### src/bcc_map.svh
`ifndef BCC_MAP_SVH
`define BCC_MAP_SVH

// ------------------------------------------------------------
// register offsets
// ------------------------------------------------------------
`define BCC_OFS_CH2_ACT    8'h20
`define BCC_OFS_CH2_LPM    8'h21
`define BCC_OFS_CH2_HIB    8'h22
`define BCC_OFS_CH2_HPM    8'h23
`define BCC_OFS_CH2_SEQ    8'h24
`define BCC_OFS_CH2_CFG    8'h25
`define BCC_OFS_CH3_ACT    8'h30
`define BCC_OFS_CH3_LPM    8'h31
`define BCC_OFS_CH3_HIB    8'h32
`define BCC_OFS_CH3_HPM    8'h33
`define BCC_OFS_CH3_SEQ    8'h34
`define BCC_OFS_CH3_CFG    8'h35
`define BCC_OFS_STATUS     8'h3f

// ------------------------------------------------------------
// field positions
// ------------------------------------------------------------
`define BCC_BIT_EN         7
`define BCC_BIT_FORCED_PWM       6
`define BCC_VSET_MSB       5
`define BCC_SSR_MSB        7
`define BCC_SSR_LSB        6
`define BCC_STEP_MSB       5
`define BCC_STEP_LSB       4
`define BCC_BIT_STEP_PARTICIPATION_ENABLE      3
`define BCC_DLY_MSB        2
`define BCC_BIT_FMASK      7
`define BCC_BIT_HICCUP     6
`define BCC_BIT_OUTPUT_DISCHARGE_ENABLE      5
`define BCC_BIT_PHASE      4
`define BCC_DVS_MSB        3
`define BCC_DVS_LSB        2
`define BCC_BIT_REN        1
`define BCC_BIT_OVERRIDE_CONTROL       0

// ------------------------------------------------------------
// reset values (ch2 voltage code bits come from the pin strap)
// ------------------------------------------------------------
`define BCC_RST_CH2_ACT    2'h3
`define BCC_RST_CH2_LPM    2'h2
`define BCC_RST_CH2_HIB    2'h2
`define BCC_RST_CH2_HPM    2'h3
`define BCC_RST_CH2_SEQ    8'h1d
`define BCC_RST_CH2_CFG    8'ha0
`define BCC_RST_CH3_ACT    8'he7
`define BCC_RST_CH3_LPM    8'ha7
`define BCC_RST_CH3_HIB    8'h27
`define BCC_RST_CH3_HPM    8'he7
`define BCC_RST_CH3_SEQ    8'h2c
`define BCC_RST_CH3_CFG    8'hb0

// ------------------------------------------------------------
// timing
// ------------------------------------------------------------
`define BCC_CLK_HZ         25000000
`define BCC_RESTART_MS     100
`define BCC_RESTART_CYC    ((`BCC_CLK_HZ / 1000) * `BCC_RESTART_MS)

`endif

### src/bcc_pkg.sv
package bcc_pkg;
    typedef enum logic [1:0]
    {
        BCC_MODE_ACT = 2'h0,
        BCC_MODE_LPM = 2'h1,
        BCC_MODE_HIB = 2'h2,
        BCC_MODE_HPM = 2'h3
    } bcc_mode_type;

    typedef enum logic [1:0]
    {
        BCC_CH_OFF   = 2'h0,
        BCC_CH_WAIT  = 2'h1,
        BCC_CH_RAMP  = 2'h2,
        BCC_CH_ON    = 2'h3
    } bcc_ch_state_type;
endpackage

### src/bcc_chan_if.sv
`timescale 1ns/100ps
`default_nettype none
// settings and state travelling between the bank and one channel controller
interface bcc_chan_if;
    logic [7:0] mode_reg;
    logic [7:0] seq_reg;
    logic [7:0] cfg_reg;
    logic       seq_go;
    logic       shutdown_all;
    logic       short_evt;
    logic       ss_done;
    logic       pgood;
    logic       seq_done;
    logic       fatal_short;
    logic       enable;
    logic       ramping;

    modport bank
    (
        output mode_reg, seq_reg, cfg_reg, seq_go, shutdown_all, short_evt, ss_done, pgood,
        input  seq_done, fatal_short, enable, ramping
    );
    modport chan
    (
        input  mode_reg, seq_reg, cfg_reg, seq_go, shutdown_all, short_evt, ss_done, pgood,
        output seq_done, fatal_short, enable, ramping
    );
endinterface
`default_nettype wire

### src/bcc_top.sv
`timescale 1ns/100ps
`default_nettype none
`include "bcc_map.svh"
// Operation
// - per-mode bit 7 turns the channel on in that power mode.
// - per-mode bit 6 picks forced PWM (1) or auto pulse-skip (0).
// - bits 5-0 hold the voltage code; channel 2 resets from the pin strap.
// - channel 3 active and low-power codes reset to the 1.25 V code.
// - sequencing bits 7-6 pick the soft-start ramp rate.
// - sequencing bits 5-4 pick the start-up step of the channel.
// - participation bit 0 skips start and ignores soft-start and power-good flags.
// - delay bits 2-0 wait from previous step before soft start.
// - channel 2 fault bit 7 masks interrupt when 0; channel 3 fault bit 7 masks it when 1, inverted sense.
// - hiccup on gives endless soft-start retries, other channels keep running.
// - hiccup off shuts all channels (override channels only while the short lasts), restarts sequence after 100 ms.
// - discharge bit turns on output discharge while channel is off.
// - phase bit shifts switching 180 degrees from the oscillator.
// - configuration bits 3-2 pick the voltage scaling rate.
// - override control 0 ignores override value, mode settings rule.
// - override control 1 forces channel on or off by override value.
// - under override, forced PWM still follows the per-mode bit.
// - channel 2 has low-power, hibernate, high-performance registers at 0x21-0x23.
// - reset loads defaults; all fields read and write.
// - channel 2 active register at 0x20, code from pin strap.
module bcc_top
    import bcc_pkg::*;
#(
    parameter int RESTART_CYC = `BCC_RESTART_CYC,
    parameter int DLY_UNIT    = 4
)
(
    input  wire logic       i_core_clk,
    input  wire logic       i_rst_n,
    input  wire logic       i_ce,
    input  wire logic [7:0] i_addr,
    input  wire logic [7:0] i_wdata,
    input  wire logic       i_wr,
    input  wire logic       i_rd,
    output logic      [7:0] o_rdata,
    input  wire logic [5:0] i_ch2_vset_pin,
    input  wire logic [1:0] i_power_mode,
    input  wire logic       i_startup,
    input  wire logic [1:0] i_fault,
    input  wire logic [1:0] i_short,
    input  wire logic [1:0] i_ss_done,
    input  wire logic [1:0] i_pgood,
    output logic      [1:0] o_enable,
    output logic      [1:0] o_forced_pwm,
    output logic     [11:0] o_output_voltage_code,
    output logic      [3:0] o_soft_start_rate,
    output logic      [3:0] o_voltage_scaling_rate,
    output logic      [1:0] o_phase_shift,
    output logic      [1:0] o_output_discharge_enable,
    output logic            o_interrupt_out_n
);
    if (RESTART_CYC < 1 || DLY_UNIT < 1 || DLY_UNIT > 585)
    begin : g_bad_param
        $error("bad timing parameter");
    end

    localparam int NREG = 12;

    logic [7:0]   reg_r [NREG];
    logic [NREG-1:0] hit;
    logic [1:0]   flt_s1_r, flt_s2_r, sh_s1_r, sh_s2_r;
    logic [1:0]   ssd_s1_r, ssd_s2_r, pok_s1_r, pok_s2_r, mode_s1_r, mode_s2_r;
    logic         st_s1_r, st_s2_r, st_d_r;
    logic [11:0]  vpin_s1_r, vpin_s2_r;
    logic [1:0]   strap_cnt_r;
    logic [1:0]   step_r;
    logic         seq_active_r;
    logic         wait_restart_r;
    logic [31:0]  restart_cnt_r;
    logic         shutdown_r;
    logic [1:0]   step_ok;
    logic         fatal;

    bcc_chan_if chif [2] ();

    // ------------------------------------------------------------
    // address decode
    // ------------------------------------------------------------
    function automatic logic [3:0] reg_index(input logic [7:0] a);
        reg_index = {a[4], a[2:0]} - (a[4] ? 4'h2 : 4'h0);
    endfunction

    function automatic logic reg_valid(input logic [7:0] a);
        reg_valid = (a[7:4] == 4'h2 || a[7:4] == 4'h3) && a[3:0] <= 4'h5;
    endfunction

    // index: ch2 0..5, ch3 6..11  (addr 0x3n -> 8+n-2 = 6+n)
    genvar gi;
    generate
        for (gi = 0; gi < NREG; gi++)
        begin : g_hit
            assign hit[gi] = i_wr && reg_valid(i_addr) && reg_index(i_addr) == 4'(gi);
        end
    endgenerate

    // ------------------------------------------------------------
    // synchronisers
    // ------------------------------------------------------------
    always_ff @(posedge i_core_clk or negedge i_rst_n)
    begin
        if (!i_rst_n)
        begin
            {flt_s1_r, flt_s2_r, sh_s1_r, sh_s2_r} <= 8'h00;
            {ssd_s1_r, ssd_s2_r, pok_s1_r, pok_s2_r} <= 8'h00;
            {mode_s1_r, mode_s2_r} <= 4'h0;
            {st_s1_r, st_s2_r, st_d_r} <= 3'h0;
            vpin_s1_r <= 12'h000;
            vpin_s2_r <= 12'h000;
        end
        else if (i_ce)
        begin
            flt_s1_r  <= i_fault;
            flt_s2_r  <= flt_s1_r;
            sh_s1_r   <= i_short;
            sh_s2_r   <= sh_s1_r;
            ssd_s1_r  <= i_ss_done;
            ssd_s2_r  <= ssd_s1_r;
            pok_s1_r  <= i_pgood;
            pok_s2_r  <= pok_s1_r;
            mode_s1_r <= i_power_mode;
            mode_s2_r <= mode_s1_r;
            st_s1_r   <= i_startup;
            st_s2_r   <= st_s1_r;
            st_d_r    <= st_s2_r;
            vpin_s1_r <= {6'h00, i_ch2_vset_pin};
            vpin_s2_r <= vpin_s1_r;
        end
    end

    // ------------------------------------------------------------
    // register bank
    // ------------------------------------------------------------
    always_ff @(posedge i_core_clk or negedge i_rst_n)
    begin
        if (!i_rst_n)
        begin
            reg_r[0]  <= {`BCC_RST_CH2_ACT, 6'h00};
            reg_r[1]  <= {`BCC_RST_CH2_LPM, 6'h00};
            reg_r[2]  <= {`BCC_RST_CH2_HIB, 6'h00};
            reg_r[3]  <= {`BCC_RST_CH2_HPM, 6'h00};
            reg_r[4]  <= `BCC_RST_CH2_SEQ;
            reg_r[5]  <= `BCC_RST_CH2_CFG;
            reg_r[6]  <= `BCC_RST_CH3_ACT;
            reg_r[7]  <= `BCC_RST_CH3_LPM;
            reg_r[8]  <= `BCC_RST_CH3_HIB;
            reg_r[9]  <= `BCC_RST_CH3_HPM;
            reg_r[10] <= `BCC_RST_CH3_SEQ;
            reg_r[11] <= `BCC_RST_CH3_CFG;
            strap_cnt_r <= 2'h0;
        end
        else if (i_ce)
        begin
            // strap is caught once, when the two-flop chain holds the pin value
            if (strap_cnt_r != 2'h3)
                strap_cnt_r <= strap_cnt_r + 2'h1;
            if (strap_cnt_r == 2'h2)
            begin
                for (int k = 0; k < 4; k++)
                    reg_r[k][`BCC_VSET_MSB:0] <= vpin_s2_r[5:0];
            end
            for (int k = 0; k < NREG; k++)
                if (hit[k])
                    reg_r[k] <= i_wdata;
        end
    end

    always_ff @(posedge i_core_clk or negedge i_rst_n)
    begin
        if (!i_rst_n)
            o_rdata <= 8'h00;
        else if (i_ce && i_rd)
        begin
            if (reg_valid(i_addr))
                o_rdata <= reg_r[reg_index(i_addr)];
            else if (i_addr == `BCC_OFS_STATUS)
                o_rdata <= {2'h0, wait_restart_r, seq_active_r, step_r, o_enable};
            else
                o_rdata <= 8'h00;
        end
    end

    // ------------------------------------------------------------
    // sequencer and fatal short restart
    // ------------------------------------------------------------
    assign fatal = chif[0].fatal_short | chif[1].fatal_short;

    always_ff @(posedge i_core_clk or negedge i_rst_n)
    begin
        if (!i_rst_n)
        begin
            step_r         <= 2'h0;
            seq_active_r   <= 1'b0;
            wait_restart_r <= 1'b0;
            restart_cnt_r  <= 32'h0;
            shutdown_r     <= 1'b0;
        end
        else if (i_ce)
        begin
            shutdown_r <= 1'b0;
            if (fatal)
            begin
                shutdown_r     <= 1'b1;
                seq_active_r   <= 1'b0;
                wait_restart_r <= 1'b1;
                restart_cnt_r  <= 32'(RESTART_CYC - 1);
            end
            else if (wait_restart_r)
            begin
                if (restart_cnt_r == 32'h0)
                begin
                    wait_restart_r <= 1'b0;
                    seq_active_r   <= 1'b1;
                    step_r         <= 2'h0;
                end
                else
                    restart_cnt_r <= restart_cnt_r - 32'h1;
            end
            else if (st_s2_r && !st_d_r)
            begin
                seq_active_r <= 1'b1;
                step_r       <= 2'h0;
            end
            else if (seq_active_r && (&step_ok))
            begin
                if (step_r == 2'h3)
                    seq_active_r <= 1'b0;
                else
                    step_r <= step_r + 2'h1;
            end
        end
    end

    // ------------------------------------------------------------
    // channels
    // ------------------------------------------------------------
    logic [7:0] act_mode [2];

    generate
        for (gi = 0; gi < 2; gi++)
        begin : g_ch
            localparam int B = gi * 6;
            logic mine;
            assign mine = chif[gi].seq_reg[`BCC_STEP_MSB:`BCC_STEP_LSB] == step_r;
            assign act_mode[gi] = reg_r[B + 32'(mode_s2_r)];
            assign chif[gi].mode_reg     = act_mode[gi];
            assign chif[gi].seq_reg      = reg_r[B + 4];
            assign chif[gi].cfg_reg      = reg_r[B + 5];
            assign chif[gi].seq_go       = seq_active_r && mine;
            assign chif[gi].shutdown_all = shutdown_r;
            assign chif[gi].short_evt    = sh_s2_r[gi];
            assign chif[gi].ss_done      = ssd_s2_r[gi];
            assign chif[gi].pgood        = pok_s2_r[gi];
            assign step_ok[gi]           = !mine || chif[gi].seq_done;

            bcc_chan_ctrl #(.DLY_UNIT(DLY_UNIT)) u_chan
            (
                .i_core_clk (i_core_clk),
                .i_rst_n    (i_rst_n),
                .i_ce       (i_ce),
                .ch         (chif[gi])
            );

            assign o_enable[gi]     = chif[gi].enable;
        end
    endgenerate

    // ------------------------------------------------------------
    // registered data outputs
    // ------------------------------------------------------------
    always_ff @(posedge i_core_clk or negedge i_rst_n)
    begin
        if (!i_rst_n)
        begin
            o_forced_pwm              <= 2'h0;
            o_output_voltage_code     <= 12'h000;
            o_soft_start_rate         <= 4'h0;
            o_voltage_scaling_rate    <= 4'h0;
            o_phase_shift             <= 2'h0;
            o_output_discharge_enable <= 2'h0;
        end
        else if (i_ce)
        begin
            for (int k = 0; k < 2; k++)
            begin
                o_forced_pwm[k] <= act_mode[k][`BCC_BIT_FORCED_PWM];
                o_output_voltage_code[k*6 +: 6] <= act_mode[k][`BCC_VSET_MSB:0];
                o_soft_start_rate[k*2 +: 2] <=
                    reg_r[k*6+4][`BCC_SSR_MSB:`BCC_SSR_LSB];
                o_voltage_scaling_rate[k*2 +: 2] <=
                    reg_r[k*6+5][`BCC_DVS_MSB:`BCC_DVS_LSB];
                o_phase_shift[k] <= reg_r[k*6+5][`BCC_BIT_PHASE];
                // discharge only while the channel is off
                o_output_discharge_enable[k] <=
                    reg_r[k*6+5][`BCC_BIT_OUTPUT_DISCHARGE_ENABLE] && !o_enable[k];
            end
        end
    end

    // ------------------------------------------------------------
    // fault interrupt: ch2 unmasked when bit is 1, ch3 when bit is 0
    // ------------------------------------------------------------
    assign o_interrupt_out_n =
        !((flt_s2_r[0] && reg_r[5][`BCC_BIT_FMASK]) ||
          (flt_s2_r[1] && !reg_r[11][`BCC_BIT_FMASK]));

    property p_fatal_shutdown;
        @(posedge i_core_clk) disable iff (!i_rst_n)
        (i_ce && fatal) |=> shutdown_r ##1 (o_enable == 2'h0 || reg_r[5][0] || reg_r[11][0]);
    endproperty
    a_fatal_shutdown: assert property (p_fatal_shutdown) else $error("no shutdown on short");

    property p_override;
        @(posedge i_core_clk) disable iff (!i_rst_n)
        (reg_r[5][`BCC_BIT_OVERRIDE_CONTROL] && !shutdown_r) |-> o_enable[0] == reg_r[5][`BCC_BIT_REN];
    endproperty
    a_override: assert property (p_override) else $error("override not honoured");

    property p_write_lands;
        @(posedge i_core_clk) disable iff (!i_rst_n)
        (i_ce && i_wr && i_addr == `BCC_OFS_CH2_CFG) |=> reg_r[5] == $past(i_wdata);
    endproperty
    a_write_lands: assert property (p_write_lands) else $error("write lost");

    property p_irq_masked;
        @(posedge i_core_clk) disable iff (!i_rst_n)
        (!reg_r[5][`BCC_BIT_FMASK] && !flt_s2_r[1]) |-> o_interrupt_out_n;
    endproperty
    a_irq_masked: assert property (p_irq_masked) else $error("masked fault raised irq");

    property p_pwm_follows;
        @(posedge i_core_clk) disable iff (!i_rst_n)
        i_ce |=> o_forced_pwm[1] == $past(act_mode[1][`BCC_BIT_FORCED_PWM]);
    endproperty
    a_pwm_follows: assert property (p_pwm_follows) else $error("pwm mode wrong");
endmodule
`default_nettype wire

### src/bcc_chan_ctrl.sv
`timescale 1ns/100ps
`default_nettype none
`include "bcc_map.svh"
module bcc_chan_ctrl
    import bcc_pkg::*;
#(
    parameter int DLY_UNIT = 4
)
(
    input  wire logic i_core_clk,
    input  wire logic i_rst_n,
    input  wire logic i_ce,
    bcc_chan_if.chan  ch
);
    // the delay counter is 12 bits wide: code 7 times the unit must fit
    if (DLY_UNIT < 1 || DLY_UNIT > 585)
    begin : g_bad_dly
        $error("DLY_UNIT out of range");
    end

    bcc_ch_state_type state_r;
    logic [11:0]      dly_r;
    logic             seq_en;
    logic             want_on;

    // ------------------------------------------------------------
    // start-up sequencing and hiccup retries
    // ------------------------------------------------------------
    assign seq_en  = ch.seq_reg[`BCC_BIT_STEP_PARTICIPATION_ENABLE];
    assign want_on = ch.mode_reg[`BCC_BIT_EN];

    always_ff @(posedge i_core_clk or negedge i_rst_n)
    begin
        if (!i_rst_n)
        begin
            state_r <= BCC_CH_OFF;
            dly_r   <= 12'h000;
        end
        else if (i_ce)
        begin
            if (ch.shutdown_all)
                state_r <= BCC_CH_OFF;
            else if (ch.short_evt && ch.cfg_reg[`BCC_BIT_HICCUP])
            begin
                state_r <= BCC_CH_RAMP;
                dly_r   <= 12'h000;
            end
            else
                unique case (state_r)
                    BCC_CH_OFF:
                        if (ch.seq_go && seq_en)
                        begin
                            state_r <= BCC_CH_WAIT;
                            dly_r   <= 12'(ch.seq_reg[`BCC_DLY_MSB:0]) * 12'(DLY_UNIT);
                        end
                    BCC_CH_WAIT:
                        if (dly_r == 12'h000)
                            state_r <= BCC_CH_RAMP;
                        else
                            dly_r <= dly_r - 12'h001;
                    BCC_CH_RAMP:
                        if (ch.ss_done)
                            state_r <= BCC_CH_ON;
                    BCC_CH_ON:
                        state_r <= BCC_CH_ON;
                endcase
        end
    end

    // flags count only for channels that take part in the sequence
    assign ch.seq_done    = !seq_en || (state_r == BCC_CH_ON && ch.pgood);
    assign ch.fatal_short = ch.short_evt && !ch.cfg_reg[`BCC_BIT_HICCUP];
    assign ch.ramping     = (state_r == BCC_CH_RAMP);

    // override wins over the mode enable when selected
    always_comb
    begin
        if (ch.cfg_reg[`BCC_BIT_OVERRIDE_CONTROL])
            ch.enable = ch.cfg_reg[`BCC_BIT_REN] && !ch.shutdown_all;
        else
            ch.enable = want_on && (state_r != BCC_CH_OFF) && (state_r != BCC_CH_WAIT);
    end

    property p_wait_to_ramp;
        @(posedge i_core_clk) disable iff (!i_rst_n)
        (i_ce && state_r == BCC_CH_WAIT && dly_r == 12'h000 && !ch.shutdown_all && !ch.short_evt)
        |=> state_r == BCC_CH_RAMP;
    endproperty
    a_wait_to_ramp: assert property (p_wait_to_ramp) else $error("delay end did not ramp");

    property p_noseq_stays_off;
        @(posedge i_core_clk) disable iff (!i_rst_n)
        (state_r == BCC_CH_OFF && !seq_en && !ch.short_evt) |=> state_r == BCC_CH_OFF;
    endproperty
    a_noseq_stays_off: assert property (p_noseq_stays_off) else $error("non-sequenced start");
endmodule
`default_nettype wire

### config.mk
export PLATFORM = sky130hd
export DESIGN_NAME = bcc_top
export DESIGN_NICKNAME = d
export VERILOG_FILES = /design/src/bcc_pkg.sv /design/src/bcc_chan_if.sv /design/src/bcc_top.sv /design/src/bcc_chan_ctrl.sv
export VERILOG_INCLUDE_DIRS = /design/src /design/src/src
export SDC_FILE = /design/constraint.sdc
export NUM_CORES = 1
export LEC_CHECK = 0
export BUFFER_PORTS_ARGS = -buffer_cell sky130_fd_sc_hd__buf_4
export CORE_UTILIZATION = 38
export DETAILED_ROUTE_END_ITERATION = 7
export SETUP_SLACK_MARGIN = 0.02
export SYNTH_ARGS = -nofsm -noshare
export SYNTH_HDL_FRONTEND = slang
export SYNTH_SLANG_ARGS = --single-unit
### constraint.sdc
create_clock -name i_core_clk -period 3.7 [get_ports i_core_clk]
set_clock_uncertainty 0.2 [all_clocks]
set_input_delay 0.74 -clock i_core_clk [delete_from_list [all_inputs] [get_ports i_core_clk]]
set_output_delay 0.74 -clock i_core_clk [all_outputs]
set_load 0.05 [all_outputs]
==> results.cfg <==
[yosys]
synth_nets = 1054
ys_ff_latch = 232
yosysTopAreaCellShare_pct = 41.4
synth_commonest_cells = dfrtp_1, mux2_2, nand2_1
synthCells = 1006
synth.largest_area_cell = dfrtp_1
async_flop_share_pct = 100
yosysWarningCount = 0
avgSynthCellArea_um2 = 11.6
synth.most_common_cell = dfrtp_1
ys_seq_area_share_pct = 50.2
synth_area_leaders = dfrtp_1, mux2_2, dfstp_2
ys.flop_type = dfrtp_1
synth_edf_count = 0
syn_area_um2 = 11700
synth_cell_types = 63

[timing]
maxSlewViolCount = 0
rsz0062_at_grt = false
setup_violations = 0
min_period_ns = 3.24
relSlewSlack_pct = 33.5
fmax_mhz = 309
fin_crit_sh_pct = 87.5
finalHoldViolCount = 0
fin_setup_tns_ns = 0
worstMarginPinSlew_ns = 0.995

[worst_setup_path]
slowest_stage = dfrtp_1
r2r-end = restart_cnt_r[28]
cp-start-kind = flip-flop
crit_chain = mux4_2 -> nand2_1 -> o21ai_0 -> buf_4 -> buf_4
cp.required_ns = 2.76
path_common_cell = buf_4
rr_worst_depth = 5
r2r-start = restart_cnt_r[7]
startpoint = mode_s2_r[0]
crit_end = o_enable[0]
crit_path_max_incr_delay_ns = 0.62
worstSetupPathType = reg2out
cp-end-kind = output port
ff2ff_setup_slack_ns = 0.64
crit_arrival_ns = 2.30
critPathMaxFanout = 7

[detailed_routing]
drc_errors = 0
vias_per_cell = 5.67
wirelength_um = 29800
wl_per_cell_um = 19.8
ant_nets = 0
vias = 8523
first_iter_violations = 625
drt_pass1_iterations = 5

[floorplan]
die_x_um = 177
die-area_um2 = 31400
ios = 75
rows = 63
die_h_um = 177
core_um2 = 29900
start_util_pct = 39.0

[cells_and_area]
diodes = 0
drive_above_1_share_pct = 33.8
nets = 1139
regMostFlops = reg_r
area_growth_pct = 17.6
fillers = 2727
fin_util_pct = 45.9
reg_top3 = reg_r (64), restart_cnt_r (32), g_ch.u_chan.dly_r (24)
largest_reg_flops = 64

[global_route]
grt_use_met1_pct = 28.3
use_met2_pct = 30.4
grt_usage_pct = 19.6
overflow = 0
grt_max_degree = 67
antenna_found_initial = 0
grt_pass1_wl_um = 48200
busiest_layer = met2
met3_usage_pct = 2.58
grt_pass1_vias = 8363

[cts]
clk_latency_ns = 0.54
clk_transition_reported_paths_ns = 0.06
clk_path_buf_depth = 3
htreeDepth = 1
cts-root-buf = clkbuf_16
cts_num_sinks = 232
cts_buffers = 27
tritoncts = done
cts-resized-gates = 0

[flow_run]
max_cap_viol_count = 0

[power]
vdd_drop_max_v = 0.000450
power_density_nw_per_um2 = 542
leakagePower_nw = 6.01

[placement]
io_buffers = 74
hpwlAfterDp_um = 21000
gp_congestion = 0.810

[min_path]
hp-class = in2reg

[run_status]
status = completed
cells in the final DEF, fill, tap and decap left out, drive strengths merged, types with 23 or more instances in the layout:
cell type	count
mux2	131
a21oi	55
dfstp	39
clkbuf	43
mux4	40
o21ai	56
nor2	63
o31ai	23
dfrtp	193
buf	109
nand2	86
or4	24
worst min-delay path by stage:
stage	from	endpoint	slack, ns	depth (start not counted)
after floorplan	i_rst_n	chif[0].cfg_reg[0]	0.24	0
after global placement	reg_r[68]	reg_r[68]	0.28	2
after detailed placement	reg_r[68]	reg_r[68]	0.28	2
after CTS	i_fault[0]	flt_s1_r[0]	0.21	2
after global routing	i_ch2_vset_pin[2]	vpin_s1_r[2]	0.22	2
final	i_fault[0]	flt_s1_r[0]	0.23	2
worst max-delay path: cells and delay by family, from the launching register on:
kind | cells | cell delay (ns)
simple gates | 1 | 0.09
mux | 1 | 0.62
flops | 1 | 0.62
compound gates | 1 | 0.07
buf+inv | 2 | 0.35
layout make-up:
class	instances	area, µm²	share of cell area [%]
clock buffer	43	826	6.03
inverter	19	71.3	0.520
tap	390	488	3.56
multi-input combinational	701	5520	40.3
sequential	232	5850	42.7
timing repair buffer	110	861	6.28
clock inverter	7	88.8	0.648
routing by layer:
metal | share of wire (%) | vias up | routed length, µm
li1 | - | 3937 | -
met1 | 45 | 4301 | 13500
met2 | 46 | 227 | 13800
met3 | 4.9 | 58 | 1470
met4 | 3.4 | 0 | 1010
met5 | 0 | - | 0
kinds of logic (layout without fill, tap and decap cells):
group / after synthesis / count (layout) / share of synthesized area (%)
and+or+nand+nor: 300 / 300 / 13.3
DFF: 232 / 232 / 50.2
AOI/OAI and AO/OA: 194 / 194 / 10.5
muxes: 184 / 184 / 21.5
buffers and inverters: 73 / 179 / 2.45
xor gates and xnor gates: 13 / 13 / 0.977
adders and majority gates: 10 / 10 / 1.07
timing repair:
action / CTS / global route
endpoints found under the hold margin: 53 / 0
hold buffers: 1 / 0
setup endpoints to repair: 0 / 0
buffers inserted: 0 / 0
report_power, final:
part,total (mW),internal [mW],switching (mW)
Combinational,1.51,0.657,0.855
Clock,2.70,1.66,1.05
Sequential,3.21,2.89,0.315
metrics by stage:
step / total power [mW] / area [µm²] / setup slack [ns] / hold slack (ns) / std cells
2_1_floorplan: 4.24 / 11700 / 0.727 / 0.244 / 1006
3_3_place_gp: 4.72 / 12800 / 0.264 / 0.278 / 1451
3_5_place_dp: 4.76 / 12800 / 0.195 / 0.277 / 1451
4_1_cts: 7.50 / 13700 / 0.447 / 0.209 / 1502
5_1_grt: 7.81 / 13700 / 0.353 / 0.220 / 1502
6_report: 7.43 / 13700 / 0.464 / 0.228 / 1502
Note: power is estimated with default switching activity, not from simulation.
